===== src/rtl/rx_cell_monitor_pkg.sv =====
package rx_cell_monitor_pkg;

  // clock and timing
  localparam int CLK_HZ = 10_000_000;
  localparam int LOSS_TIME_MS = 4;
  // least time, so round up to whole cycles
  localparam int LOSS_CYCLES_DFLT = (LOSS_TIME_MS * CLK_HZ + 999) / 1000;
  localparam int LOSS_TIMER_W = 16;
  localparam int SETTLE_TIME_US = 7;

  // bus
  localparam int ADDR_W = 12;
  localparam int DATA_W = 32;
  localparam int IDX_W = 8;

  // register indices, byte address is four times the index
  localparam logic [IDX_W-1:0] IDX_GLOBAL_LOAD = 8'h00;
  localparam logic [IDX_W-1:0] IDX_RX_CTRL = 8'h50;
  localparam logic [IDX_W-1:0] IDX_RX_STATUS = 8'h51;
  localparam logic [IDX_W-1:0] IDX_IRQ_ENABLE_CTRL = 8'h52;
  localparam logic [IDX_W-1:0] IDX_MATCH_PATTERN = 8'h53;
  localparam logic [IDX_W-1:0] IDX_MATCH_MASK = 8'h54;
  localparam logic [IDX_W-1:0] IDX_CORR_LOW = 8'h55;
  localparam logic [IDX_W-1:0] IDX_CORR_HIGH = 8'h56;
  localparam logic [IDX_W-1:0] IDX_UNCORR_LOW = 8'h57;
  localparam logic [IDX_W-1:0] IDX_UNCORR_HIGH = 8'h58;
  localparam logic [IDX_W-1:0] IDX_CNT_SPACE_LAST = 8'h5b;

  // reset values
  localparam logic [7:0] RX_CTRL_RST = 8'h84;
  localparam logic [7:0] IRQ_ENABLE_CTRL_RST = 8'h04;
  localparam logic [7:0] MATCH_RST = 8'h00;

  // control register field
  localparam int PASS_BIT = 5;
  // interrupt enable/control fields
  localparam int DELIN_CHANGE_EN_BIT = 7;
  localparam int DELIN_LOSS_EN_BIT = 6;
  localparam int HDR_ERR_EN_BIT = 5;
  localparam int OVERRUN_EN_BIT = 4;
  localparam int DROP_LOSS_BIT = 3;
  localparam int AVAIL_LEVEL_BIT = 2;
  localparam int THRESH_LSB = 0;
  localparam int THRESH_W = 2;

  // status register: two live levels on top, six sticky bits below
  localparam int OUT_DELIN_LEVEL_BIT = 7;
  localparam int LOSS_LEVEL_BIT = 6;
  localparam int ST_W = 6;
  localparam int ST_DELIN_CHANGE = 5;
  localparam int ST_DELIN_LOSS = 4;
  localparam int ST_CORR = 3;
  localparam int ST_UNCORR = 2;
  localparam int ST_OVERRUN = 1;
  localparam int ST_UNDERRUN = 0;

  // counters and fifo
  localparam int CNT_W = 12;
  localparam int LOW_W = 8;
  localparam int FIFO_CNT_W = 8;
  localparam logic [FIFO_CNT_W-1:0] NEAR_EMPTY_WORDS = 8'h04;
  localparam int RECOV_W = 4;

  typedef enum logic [1:0] {
    DELIN_HUNT,
    DELIN_PRESYNC,
    DELIN_SYNC
  } delin_state_t;

endpackage : rx_cell_monitor_pkg


===== src/rtl/rx_cell_filter_monitor.sv =====
// Functional notes
// - threshold 00/01/10/11 needs 1/2/4/8 good-header cells before correction resumes
// - with level select one, cell available falls only when fifo empty
// - with level select zero, cell available falls at four words left
// - loss state declared after 4 ms of continuous out of delineation
// - loss state removed after 4 ms of continuous delineation
// - drop bit one: no fifo writes while in loss state
// - drop bit zero: write whenever in delineation, regardless of loss state
// - overrun interrupts only when overrun enable is one
// - header errors interrupt only when header error enable is one
// - loss entry and exit interrupt when loss enable is one
// - delineation change interrupts when change enable is one
// - flow ctrl vs octet1 bits 1-4, pti vs octet4 bits 5-7, clp octet4 bit 8
// - mask bit one compares pattern bit, zero ignores it
// - matching cells dropped only while pass bit is zero
// - a match also needs all-zero vpi and vci
// - 12-bit correctable error snapshot split over low and high registers
// - 12-bit uncorrectable error snapshot split over low and high registers
// - write to counter space transfers counts; reader waits 7 us
// - write to global address zero also transfers counts
// - sticky status bits clear when the status register is read
// - change status set on presync to sync and sync to hunt
// - loss status set on entering and leaving loss state
module rx_cell_filter_monitor #(
  parameter int LOSS_CYCLES = rx_cell_monitor_pkg::LOSS_CYCLES_DFLT
) (
  // clock and reset
  input wire logic clk,
  input wire logic srst,
  // apb slave
  input wire logic psel,
  input wire logic penable,
  input wire logic pwrite,
  input wire logic [rx_cell_monitor_pkg::ADDR_W-1:0] paddr,
  input wire logic [rx_cell_monitor_pkg::DATA_W-1:0] pwdata,
  output logic pready,
  output logic pslverr,
  output logic [rx_cell_monitor_pkg::DATA_W-1:0] prdata,
  // delineation and header check events
  input rx_cell_monitor_pkg::delin_state_t delin_state,
  input wire logic corr_err_event,
  input wire logic uncorr_err_event,
  input wire logic overrun_event,
  input wire logic underrun_event,
  // receive fifo level
  input wire logic fifo_empty,
  input wire logic [rx_cell_monitor_pkg::FIFO_CNT_W-1:0] fifo_word_count,
  // cell header, valid for one cycle per cell
  input wire logic cell_valid,
  input wire logic [31:0] cell_header,
  // outputs
  output logic cell_write,
  output logic cell_available_out,
  output logic delineation_loss_state,
  output logic [rx_cell_monitor_pkg::RECOV_W-1:0] recovery_cells_needed,
  output logic irq
);

  typedef struct packed {
    logic [7:0] ctrl;
    logic [7:0] irq_en;
    logic [7:0] pattern;
    logic [7:0] mask;
    logic [rx_cell_monitor_pkg::ST_W-1:0] status;
    logic loss;
    logic [rx_cell_monitor_pkg::LOSS_TIMER_W-1:0] loss_timer;
    rx_cell_monitor_pkg::delin_state_t prev_delin;
    logic [rx_cell_monitor_pkg::CNT_W-1:0] corr_cnt;
    logic [rx_cell_monitor_pkg::CNT_W-1:0] uncorr_cnt;
    logic [rx_cell_monitor_pkg::CNT_W-1:0] corr_snap;
    logic [rx_cell_monitor_pkg::CNT_W-1:0] uncorr_snap;
    logic ready;
    logic slverr;
    logic [rx_cell_monitor_pkg::DATA_W-1:0] rdata;
    logic cell_wr;
    logic avail;
    logic [rx_cell_monitor_pkg::RECOV_W-1:0] recov;
    logic irq;
  } state_t;

  state_t state_q;
  state_t state_d;

  localparam int ADDR_TOP = rx_cell_monitor_pkg::ADDR_W - 1;
  localparam logic [rx_cell_monitor_pkg::LOSS_TIMER_W-1:0] LOSS_TIMER_LAST =
    rx_cell_monitor_pkg::LOSS_TIMER_W'(LOSS_CYCLES - 1);

  function automatic logic [rx_cell_monitor_pkg::CNT_W-1:0] sat_inc(
    input logic [rx_cell_monitor_pkg::CNT_W-1:0] cnt,
    input logic ev
  );
    // saturating, so a missed poll reads as full scale, not a small wrapped number
    if (ev && (cnt != '1))
      sat_inc = cnt + 1'b1;
    else
      sat_inc = cnt;
  endfunction : sat_inc

  function automatic logic [rx_cell_monitor_pkg::RECOV_W-1:0] recov_decode(
    input logic [rx_cell_monitor_pkg::THRESH_W-1:0] thr
  );
    recov_decode = rx_cell_monitor_pkg::RECOV_W'(1) << thr;
  endfunction : recov_decode

  function automatic logic hdr_filtered(
    input logic [31:0] hdr,
    input logic [7:0] pat,
    input logic [7:0] msk
  );
    logic [7:0] fields;
    logic zero_ids;
    fields = {hdr[31:28], hdr[3:0]};
    zero_ids = (hdr[27:4] == '0);
    hdr_filtered = zero_ids && (((fields ^ pat) & msk) == '0);
  endfunction : hdr_filtered

  logic [rx_cell_monitor_pkg::IDX_W-1:0] idx;
  logic commit;
  logic wr_commit;
  logic rd_commit;
  logic mapped;
  logic xfer;
  logic out_delin;
  logic filtered;
  logic [rx_cell_monitor_pkg::ST_W-1:0] st_set;
  logic [7:0] en_d;
  logic [rx_cell_monitor_pkg::DATA_W-1:0] rd_val;

  assign idx = paddr[rx_cell_monitor_pkg::IDX_W+1:2];
  // one wait state, so the read value and the side effects come from the same edge
  assign commit = psel && penable && !state_q.ready;
  assign wr_commit = commit && pwrite && mapped;
  assign rd_commit = commit && !pwrite && mapped;
  assign out_delin = (delin_state != rx_cell_monitor_pkg::DELIN_SYNC);

  always_comb
  begin
    mapped = (paddr[1:0] == 2'b00) && (paddr[ADDR_TOP:rx_cell_monitor_pkg::IDX_W+2] == '0) &&
      ((idx == rx_cell_monitor_pkg::IDX_GLOBAL_LOAD) ||
       ((idx >= rx_cell_monitor_pkg::IDX_RX_CTRL) && (idx <= rx_cell_monitor_pkg::IDX_CNT_SPACE_LAST)));
  end

  // any counter space write, or the global load address, moves counts
  assign xfer = wr_commit && ((idx == rx_cell_monitor_pkg::IDX_GLOBAL_LOAD) ||
    ((idx >= rx_cell_monitor_pkg::IDX_CORR_LOW) && (idx <= rx_cell_monitor_pkg::IDX_CNT_SPACE_LAST)));

  always_comb
  begin
    rd_val = '0;
    unique case (idx)
      rx_cell_monitor_pkg::IDX_RX_CTRL: rd_val[7:0] = state_q.ctrl;
      rx_cell_monitor_pkg::IDX_RX_STATUS: rd_val[7:0] = {out_delin, state_q.loss, state_q.status};
      rx_cell_monitor_pkg::IDX_IRQ_ENABLE_CTRL: rd_val[7:0] = state_q.irq_en;
      rx_cell_monitor_pkg::IDX_MATCH_PATTERN: rd_val[7:0] = state_q.pattern;
      rx_cell_monitor_pkg::IDX_MATCH_MASK: rd_val[7:0] = state_q.mask;
      rx_cell_monitor_pkg::IDX_CORR_LOW: rd_val[7:0] = state_q.corr_snap[7:0];
      rx_cell_monitor_pkg::IDX_CORR_HIGH: rd_val[3:0] = state_q.corr_snap[11:8];
      rx_cell_monitor_pkg::IDX_UNCORR_LOW: rd_val[7:0] = state_q.uncorr_snap[7:0];
      rx_cell_monitor_pkg::IDX_UNCORR_HIGH: rd_val[3:0] = state_q.uncorr_snap[11:8];
      default: rd_val = '0;
    endcase
  end

  always_comb
  begin
    state_d = state_q;
    st_set = '0;

    // bus
    state_d.ready = commit;
    state_d.slverr = commit && !mapped;
    state_d.rdata = (commit && !pwrite && mapped) ? rd_val : '0;
    if (wr_commit)
    begin
      unique case (idx)
        rx_cell_monitor_pkg::IDX_RX_CTRL: state_d.ctrl = pwdata[7:0];
        rx_cell_monitor_pkg::IDX_IRQ_ENABLE_CTRL: state_d.irq_en = pwdata[7:0];
        rx_cell_monitor_pkg::IDX_MATCH_PATTERN: state_d.pattern = pwdata[7:0];
        rx_cell_monitor_pkg::IDX_MATCH_MASK: state_d.mask = pwdata[7:0];
        default: state_d.ctrl = state_q.ctrl;
      endcase
    end

    // loss of delineation timing
    if (out_delin != state_q.loss)
    begin
      if (state_q.loss_timer == LOSS_TIMER_LAST)
      begin
        state_d.loss = out_delin;
        state_d.loss_timer = '0;
        st_set[rx_cell_monitor_pkg::ST_DELIN_LOSS] = 1'b1;
      end
      else
        state_d.loss_timer = state_q.loss_timer + 1'b1;
    end
    else
      state_d.loss_timer = '0; // any interruption restarts the persistence count

    // delineation change
    state_d.prev_delin = delin_state;
    if (((state_q.prev_delin == rx_cell_monitor_pkg::DELIN_PRESYNC) &&
         (delin_state == rx_cell_monitor_pkg::DELIN_SYNC)) ||
        ((state_q.prev_delin == rx_cell_monitor_pkg::DELIN_SYNC) &&
         (delin_state == rx_cell_monitor_pkg::DELIN_HUNT)))
      st_set[rx_cell_monitor_pkg::ST_DELIN_CHANGE] = 1'b1;
    st_set[rx_cell_monitor_pkg::ST_CORR] = corr_err_event;
    st_set[rx_cell_monitor_pkg::ST_UNCORR] = uncorr_err_event;
    st_set[rx_cell_monitor_pkg::ST_OVERRUN] = overrun_event;
    st_set[rx_cell_monitor_pkg::ST_UNDERRUN] = underrun_event;

    // read clears, a same-cycle event survives
    if (rd_commit && (idx == rx_cell_monitor_pkg::IDX_RX_STATUS))
      state_d.status = st_set;
    else
      state_d.status = state_q.status | st_set;

    // counters
    if (xfer)
    begin
      state_d.corr_snap = state_q.corr_cnt;
      state_d.uncorr_snap = state_q.uncorr_cnt;
      state_d.corr_cnt = sat_inc('0, corr_err_event);
      state_d.uncorr_cnt = sat_inc('0, uncorr_err_event);
    end
    else
    begin
      state_d.corr_cnt = sat_inc(state_q.corr_cnt, corr_err_event);
      state_d.uncorr_cnt = sat_inc(state_q.uncorr_cnt, uncorr_err_event);
    end

    // interrupt from the next status and enables
    en_d = state_d.irq_en;
    state_d.irq =
      (state_d.status[rx_cell_monitor_pkg::ST_DELIN_CHANGE] && en_d[rx_cell_monitor_pkg::DELIN_CHANGE_EN_BIT]) ||
      (state_d.status[rx_cell_monitor_pkg::ST_DELIN_LOSS] && en_d[rx_cell_monitor_pkg::DELIN_LOSS_EN_BIT]) ||
      ((state_d.status[rx_cell_monitor_pkg::ST_CORR] || state_d.status[rx_cell_monitor_pkg::ST_UNCORR]) &&
       en_d[rx_cell_monitor_pkg::HDR_ERR_EN_BIT]) ||
      (state_d.status[rx_cell_monitor_pkg::ST_OVERRUN] && en_d[rx_cell_monitor_pkg::OVERRUN_EN_BIT]);

    // cell write gating
    state_d.cell_wr = cell_valid && !out_delin && !filtered &&
      !(state_q.irq_en[rx_cell_monitor_pkg::DROP_LOSS_BIT] && state_q.loss);

    // cell available level
    if (state_q.irq_en[rx_cell_monitor_pkg::AVAIL_LEVEL_BIT])
      state_d.avail = !fifo_empty;
    else
      state_d.avail = (fifo_word_count > rx_cell_monitor_pkg::NEAR_EMPTY_WORDS);

    state_d.recov = recov_decode(state_q.irq_en[rx_cell_monitor_pkg::THRESH_LSB +: rx_cell_monitor_pkg::THRESH_W]);
  end

  // the idle filter is bypassed entirely when pass is set
  assign filtered = !state_q.ctrl[rx_cell_monitor_pkg::PASS_BIT] &&
    hdr_filtered(cell_header, state_q.pattern, state_q.mask);

  always_ff @(posedge clk)
  begin
    if (srst)
    begin
      state_q <= '0;
      state_q.ctrl <= rx_cell_monitor_pkg::RX_CTRL_RST;
      state_q.irq_en <= rx_cell_monitor_pkg::IRQ_ENABLE_CTRL_RST;
      state_q.pattern <= rx_cell_monitor_pkg::MATCH_RST;
      state_q.mask <= rx_cell_monitor_pkg::MATCH_RST;
      state_q.prev_delin <= rx_cell_monitor_pkg::DELIN_HUNT;
      state_q.recov <= rx_cell_monitor_pkg::RECOV_W'(1);
    end
    else
      state_q <= state_d;
  end

  assign pready = state_q.ready;
  assign pslverr = state_q.slverr;
  assign prdata = state_q.rdata;
  assign cell_write = state_q.cell_wr;
  assign cell_available_out = state_q.avail;
  assign delineation_loss_state = state_q.loss;
  assign recovery_cells_needed = state_q.recov;
  assign irq = state_q.irq;

  // helper: cycles that the loss state has disagreed with the delineation level
  logic [rx_cell_monitor_pkg::LOSS_TIMER_W:0] disagree_q;
  always_ff @(posedge clk)
  begin
    if (srst)
      disagree_q <= '0;
    else if (out_delin != state_q.loss)
      disagree_q <= disagree_q + 1'b1;
    else
      disagree_q <= '0;
  end

  property p_loss_persist;
    @(posedge clk) disable iff (srst)
    $changed(state_q.loss) |-> ($past(disagree_q) == (rx_cell_monitor_pkg::LOSS_TIMER_W + 1)'(LOSS_CYCLES - 1));
  endproperty
  a_loss_persist: assert property (p_loss_persist) else $error("loss state changed at wrong persistence");

  property p_loss_follows;
    @(posedge clk) disable iff (srst)
    $changed(state_q.loss) |-> (state_q.loss == $past(out_delin));
  endproperty
  a_loss_follows: assert property (p_loss_follows) else $error("loss state moved against delineation");

  property p_avail_empty;
    @(posedge clk) disable iff (srst)
    state_q.irq_en[rx_cell_monitor_pkg::AVAIL_LEVEL_BIT] && !fifo_empty |=> cell_available_out;
  endproperty
  a_avail_empty: assert property (p_avail_empty) else $error("cell available dropped before empty");

  property p_avail_near;
    @(posedge clk) disable iff (srst)
    !state_q.irq_en[rx_cell_monitor_pkg::AVAIL_LEVEL_BIT] && (fifo_word_count <= rx_cell_monitor_pkg::NEAR_EMPTY_WORDS)
      |=> !cell_available_out;
  endproperty
  a_avail_near: assert property (p_avail_near) else $error("cell available high at near empty");

  property p_drop_loss;
    @(posedge clk) disable iff (srst)
    state_q.irq_en[rx_cell_monitor_pkg::DROP_LOSS_BIT] && state_q.loss |=> !cell_write;
  endproperty
  a_drop_loss: assert property (p_drop_loss) else $error("cell written during loss state");

  property p_pass_write;
    @(posedge clk) disable iff (srst)
    cell_valid && !out_delin && state_q.ctrl[rx_cell_monitor_pkg::PASS_BIT] &&
      !state_q.irq_en[rx_cell_monitor_pkg::DROP_LOSS_BIT] |=> cell_write;
  endproperty
  a_pass_write: assert property (p_pass_write) else $error("cell not written in delineation");

  property p_overrun_irq;
    @(posedge clk) disable iff (srst)
    overrun_event && state_q.irq_en[rx_cell_monitor_pkg::OVERRUN_EN_BIT] && !wr_commit |=> irq;
  endproperty
  a_overrun_irq: assert property (p_overrun_irq) else $error("overrun did not interrupt");

  property p_hdr_irq;
    @(posedge clk) disable iff (srst)
    (corr_err_event || uncorr_err_event) && state_q.irq_en[rx_cell_monitor_pkg::HDR_ERR_EN_BIT] && !wr_commit |=> irq;
  endproperty
  a_hdr_irq: assert property (p_hdr_irq) else $error("header error did not interrupt");

  property p_no_en_no_irq;
    @(posedge clk) disable iff (srst)
    (state_q.irq_en[7:4] == 4'h0) && !wr_commit |=> !irq;
  endproperty
  a_no_en_no_irq: assert property (p_no_en_no_irq) else $error("interrupt with all enables off");

  property p_xfer_snap;
    @(posedge clk) disable iff (srst)
    xfer |=> (state_q.corr_snap == $past(state_q.corr_cnt)) && (state_q.uncorr_cnt <= 12'h001);
  endproperty
  a_xfer_snap: assert property (p_xfer_snap) else $error("counter transfer wrong");

  property p_status_clear;
    @(posedge clk) disable iff (srst)
    rd_commit && (idx == rx_cell_monitor_pkg::IDX_RX_STATUS) && !overrun_event |=>
      !state_q.status[rx_cell_monitor_pkg::ST_OVERRUN];
  endproperty
  a_status_clear: assert property (p_status_clear) else $error("status not cleared by read");

endmodule : rx_cell_filter_monitor


===== config.mk =====
export PLATFORM = sky130hd
export DESIGN_NAME = rx_cell_filter_monitor
export DESIGN_NICKNAME = d
export VERILOG_FILES = /design/src/rtl/rx_cell_monitor_pkg.sv /design/src/rtl/rx_cell_filter_monitor.sv
export SDC_FILE = /design/constraint.sdc
export NUM_CORES = 1
export LEC_CHECK = 0
export ABC_AREA = 1
export BUFFER_PORTS_ARGS = -buffer_cell sky130_fd_sc_hd__clkbuf_2
export CAP_MARGIN = 10
export CELL_PAD_IN_SITES_DETAIL_PLACEMENT = 1
export CELL_PAD_IN_SITES_GLOBAL_PLACEMENT = 1
export CORE_MARGIN = 2
export CORE_UTILIZATION = 38
export CTS_CLUSTER_DIAMETER = 80
export DETAILED_ROUTE_END_ITERATION = 10
export PLACE_DENSITY = 0.79
export RECOVER_POWER = 50
export SYNTH_ARGS = -nofsm -noshare
export SYNTH_HDL_FRONTEND = slang
export SYNTH_SLANG_ARGS = --single-unit

===== constraint.sdc =====
create_clock -name clk -period 2.45 [get_ports clk]
set_clock_uncertainty 0.1 [all_clocks]
set_input_delay 0.6125 -clock clk [delete_from_list [all_inputs] [get_ports clk]]
set_output_delay 0.6125 -clock clk [all_outputs]
set_load 0.05 [all_outputs]

**After elaboration in Yosys (flattened, before gate mapping)**

Cells that the tools add are included.

- Equal/unequal tests: 17
- Bitwise operators: 5
- Reductions and logical operators: 57
- Mux-type cells: 16
- Magnitude comparators: 4
- Add/sub/neg operators: 3
- Shift-type cells: 1

Operator list:

| operator | number |
|---|---|
| 8-bit by 7-bit equality test with 1-bit output (second input constant) | 9 |
| 24-bit 2-to-1 mux | 2 |
| 4-bit case mux with 9 select lines | 1 |
| 4-bit case mux with 7 select lines | 1 |
| 1-bit logical AND | 27 |
| 12-bit by 1-bit adder with 12-bit output (second input constant) | 2 |
| 24-bit zero test | 1 |
| 12-bit 2-to-1 mux | 2 |
| 8-bit 2-to-1 mux | 3 |
| 12-bit != test (second input constant) | 2 |
| 16-bit by 1-bit adder with 16-bit output (second input constant) | 1 |
| 16-bit equality test (second input constant) | 1 |
| 8-bit by 7-bit greater-or-equal comparator with 1-bit output (second input constant) | 2 |
| 8-bit zero test | 2 |
| 2-bit AND reduction | 5 |
| 8-bit AND | 1 |
| 8-bit by 3-bit > comparator with 1-bit output (second input constant) | 1 |
| 8-bit by 7-bit less-or-equal comparator with 1-bit output (second input constant) | 1 |
| 1-bit zero test | 8 |
| 8-bit XOR | 1 |
| 1-bit logical OR | 7 |
| 2-bit zero test | 3 |
| 1-bit 2-to-1 mux | 6 |
| 6-bit 2-to-1 mux | 1 |
| 10 further kinds | 13 |

- Register bits: 146
- Input port bits: 97
- Output and inout port bits: 42
- Word-level logic and storage cells: 124

**Depth between registers and ports, before layout**

- Depth in word-level cells: 11
- Mapped depth: 15
- Mapped depth without buffers: 14

**Least setup slack after synthesis**

No wires, ideal clock.

- Kind: in2reg
- Start: input port paddr[8] (netlist name)
- End: register state_q[67] (netlist name)
- Library setup time: 0.129 ns
- Path buffers: 1
- Required time: 2.221 ns
- Arrival: 1.791 ns
- Cell stages on the path: 9
- Slack: 0.429 ns
- Cell sequence: nor2_1 > nand4_4 > nand2_2 > nand3_4 > a21oi_4 > inv_2 > nand2_4 > buf_6 > nor3b_1

- Longest elaborated chain between the ends: 7
- Elaborated cells on any way between the ends: 13
- Classes of those cells: 3 x order compare; 1 x mux; 9 x reduce/logical

Ends and longest elaborated chain:

| what | RTL line | RTL |
|---|---|---|
| from (decl) | rx_cell_filter_monitor.sv:34 | `input wire logic [rx_cell_monitor_pkg::ADDR_W-1:0] paddr,` |
| 8-bit by 7-bit greater-or-equal comparator with 1-bit output or 8-bit by 7-bit less-or-equal comparator with 1-bit output (tied branches) | rx_cell_filter_monitor.sv:140, rx_cell_filter_monitor.sv:145 |  |
| 1-bit logical AND | rx_cell_filter_monitor.sv:140 | `((idx >= rx_cell_monitor_pkg::IDX_RX_CTRL) && (idx <= rx_cell_monitor_pkg::IDX_CNT_SPACE_LAST)));` |
| 1-bit logical OR | rx_cell_filter_monitor.sv:139 | `((idx == rx_cell_monitor_pkg::IDX_GLOBAL_LOAD) \|\|` |
| 1-bit logical AND | rx_cell_filter_monitor.sv:138 | `mapped = (paddr[1:0] == 2'b00) && (paddr[ADDR_TOP:rx_cell_monitor_pkg::IDX_W+2] == '0) &&` |
| 1-bit logical AND | rx_cell_filter_monitor.sv:132 | `assign wr_commit = commit && pwrite && mapped;` |
| 1-bit logical AND (*) | rx_cell_filter_monitor.sv:144 | `assign xfer = wr_commit && ((idx == rx_cell_monitor_pkg::IDX_GLOBAL_LOAD) \|\|` |
| 24-bit 2-to-1 mux or 2-bit nonzero test (tied branches) | -- |  |
| to (signal assigned) | rx_cell_filter_monitor.sv:270 | `state_q <= state_d;` |
| to (decl) | rx_cell_filter_monitor.sv:81 | `state_t state_q;` |

Every way passes the cells marked *; elsewhere a longest branch is shown, timed or not.
A chain may end at the register's enable or synchronous reset.

**Worst setup path in the final report**

- Start: input port paddr[9] (netlist name)
- End: register state_q[88] (netlist name)

The elaborated chain is that of the path after synthesis.

==> metrics <==
CTS Sinks=about 120; ant diodes=0; Row Count=45; crit end category=flop; status=completed; Area Overhead vs Synth=19.3%; Clock Path Buffers=2; Die Y=around 130 um; Max transition margin=31.1%; number of synthesized flops with an enable pin=0; multi-input logic area=2740 sq um; hold depth=3; Residual DRC=0; Routed Antenna Nets=0; pwr/cell area=716 nW/um^2; crit path kind=in2reg; met3 global-route usage=3.80%; initial antenna violation count=0; first-pass GRT wire length=27,200 um; Yosys top cell by area=dfxtp_1; vias=5,598; vias in the first global route=5,650; CP Max Fanout=9; fin crit period=2.23 ns; Die Footprint=about 16,000 sq um; gpl congestion=0.849; RSZ-0062 raised after global routing=false; clk slew on worst S/H paths=0.06 ns; largest net degree at the start of global routing=50; HPWL Detailed=around 13,000 um; hold path start=underrun_event; Post-synth ARST share=0%; CTS buffer count=17; Iter 0 DRT Violations=between 200 and 300; Max Clock Freq=448 MHz; Final Power=~5 mW; HP Class=in2reg; Gate Count Post-Synth=808; Worst-Skew Late Latency=~0.42 ns; nets=1,009; Post-CTS Repair Setup Buffers=0; GRT met2 Usage=between 30% and 40%; DR WL/cell=15.0 um; post-synth top area share=between 40% and 50%; Avg Cell Area, Syn=7.25 sq um; Final Core Density=a little under half; gr busiest metal=met2; Most used DFF post-synth=dfxtp_1; hold endpoint=state_q[108]$_SDFF_PP0_; reg2reg path depth=8; max_cap viols=0; Leakage=2.97 nW; Initial Util=around 39%; Ports=approximately 140; core area=15,100 sq um; flop-to-flop setup slack=about 0.27 ns; Critical Path AT=2.43 ns; Final Hold Viols=0; met1 layer usage reported by global route=25.7%; drt total wl=16,700 um; Port Buf Inserts=90; VDD IR max=0.511 mV; post-CTS sizing=0; period utilization=slightly above 90%; share of cells above drive strength 1=15.6%; sequential area share after synthesis=between 40% and 50%; Die Wd=128 um; # fillers=1,944; main area contributors after synthesis=dfxtp_1 (42%), nand2_1 (9.7%), a21oi_1 (6.4%); Hold-fix buffers, CTS=0; Post-Syn Area=just under 6000 sq um; drt via density=5.05; CTS Root Cell=clkbuf_16; R2R Path End=state_q[88]$_SDFFE_PP0P_; CTS tree=built; Storage cell area=2440 sq um; #FFs+latches synth=122; grt ovf=0; drt first pass iters=4; Ys Warns=0; # H-tree levels=4; endpoints failing setup=0; Worst R2R Start=pready$_SDFF_PP0_; total track usage=21.1%; WP data required=2.64 ns; Startpoint Class=input pin; Yosys cell types=45; Least-Margin Pin Slew=1.03 ns; Final Max Tran Viols=0
report_power, final:
part	internal [mW]	leakage (nW)	total, mW	switching, mW
combinational	0.0868	1.68	0.308	0.221
clock	1.75	0.306	2.68	0.929
sequential	2.00	0.986	2.02	0.0147
total	3.84	2.97	5.01	1.17
placed cells by master (no fill, tap or decap), types with 3 or more instances in the layout:
cell       count
o21ai_1       19
ha_1           3
or2_2          3
nand3_1       41
nand2_1      153
a221oi_1       7
nand4_1       11
nor3b_1        5
nor2_1        97
clkbuf_2      75
o21ai_0       47
a211oi_1       8
inv_1         86
conb_1        24
nor4_1        10
nand3b_1       3
dfxtp_1      122
clkinv_2       3
nor3_1        23
clkbuf_16     17
bufinv_16      4
a21oi_1       76
clkbuf_1      21
inv_2          7
buf_4         17
xor2_1        10
cells in the mapped netlist (5+ instances only):
| cell | n |
|---|---|
| nand2_1 | 152 |
| dfxtp_1 | 122 |
| nor2_1 | 95 |
| inv_1 | 84 |
| a21oi_1 | 75 |
| o21ai_0 | 45 |
| nand3_1 | 40 |
| buf_4 | 38 |
| nor3_1 | 22 |
| o21ai_1 | 21 |
| nand4_1 | 11 |
| nor4_1 | 10 |
| xor2_1 | 10 |
| inv_2 | 9 |
| a211oi_1 | 8 |
| a221oi_1 | 7 |
| clkbuf_1 | 7 |
| buf_2 | 5 |
| nor3b_1 | 5 |
worst max-delay path, stage by stage:
cell and delay, ns:
clkbuf_1 0.11, nor2_1 0.22, nand4_4 0.13, nand2_1 0.18
nand3_4 0.15, a21oi_1 0.31, inv_1 0.26, buf_4 0.23
o21ai_0 0.13, nor3_1 0.09
per-stage QoR:
step           setup slack (ns)  instance area [sq um]  hold slack, ns  setup TNS (ns)  instances
2_1_floorplan             0.429                   5950           0.323               0        831
3_3_place_gp             0.0374                   6450           0.345               0       1078
3_5_place_dp            -0.0176                   6450           0.346         -0.0417       1078
4_1_cts                   0.333                   7080           0.305               0       1109
5_1_grt                  0.0373                   7000           0.358               0       1109
6_report                  0.216                   7000           0.327               0       1109
worst max path at each step:
stage	from	endpoint	slack [ns]	cells after the start
after floorplan	paddr[8]	state_q[67]$_SDFFE_PP0P_	0.43	9
after global placement	paddr[9]	state_q[122]$_SDFFE_PP0P_	0.04	9
after detailed placement	paddr[9]	state_q[125]$_SDFFE_PP0P_	-0.02	9
after CTS	state_q[77]$_SDFFE_PP0P_	state_q[88]$_SDFFE_PP0P_	0.33	11
after global routing	state_q[77]$_SDFFE_PP0P_	state_q[88]$_SDFFE_PP0P_	0.04	11
final	paddr[9]	state_q[88]$_SDFFE_PP0P_	0.22	10
registers in the layout, indices dropped and copies added (netlist names):
register / cells
cell_write: 1
irq: 1
recovery_cells_needed: 4
prdata: 8
pready: 1
delineation_loss_state: 1
cell_available_out: 1
state_q: 104
pslverr: 1
routing by layer:
metal  part of all wire (%)  vias to the layer above
met5                      0                        -
met4                    3.0                        0
met3                    3.7                       39
met2                     48                      123
met1                     45                     2622
li1                       -                     2814
kinds of logic after synthesis:
group	count (synthesis)	share of synthesized area (%)
AO/OA/AOI/OAI	166	15.6
flip-flops	122	41.7
other	1	0.0640
buffers and inverters	148	12.5
XOR/XNOR	11	1.64
adder cells (fa/ha/maj)	3	0.640
AND/OR/NAND/NOR	357	27.9
layout make-up:
class	count	share of cell area, %
multi-input combinational	561	39.1
sequential	122	34.9
timing repair buffer	114	8.66
clock buffer	20	6.53
inverter	93	4.99
tap	188	3.36
clock inverter	11	2.41
No activity file was read; power rests on OpenSTA's default activity.
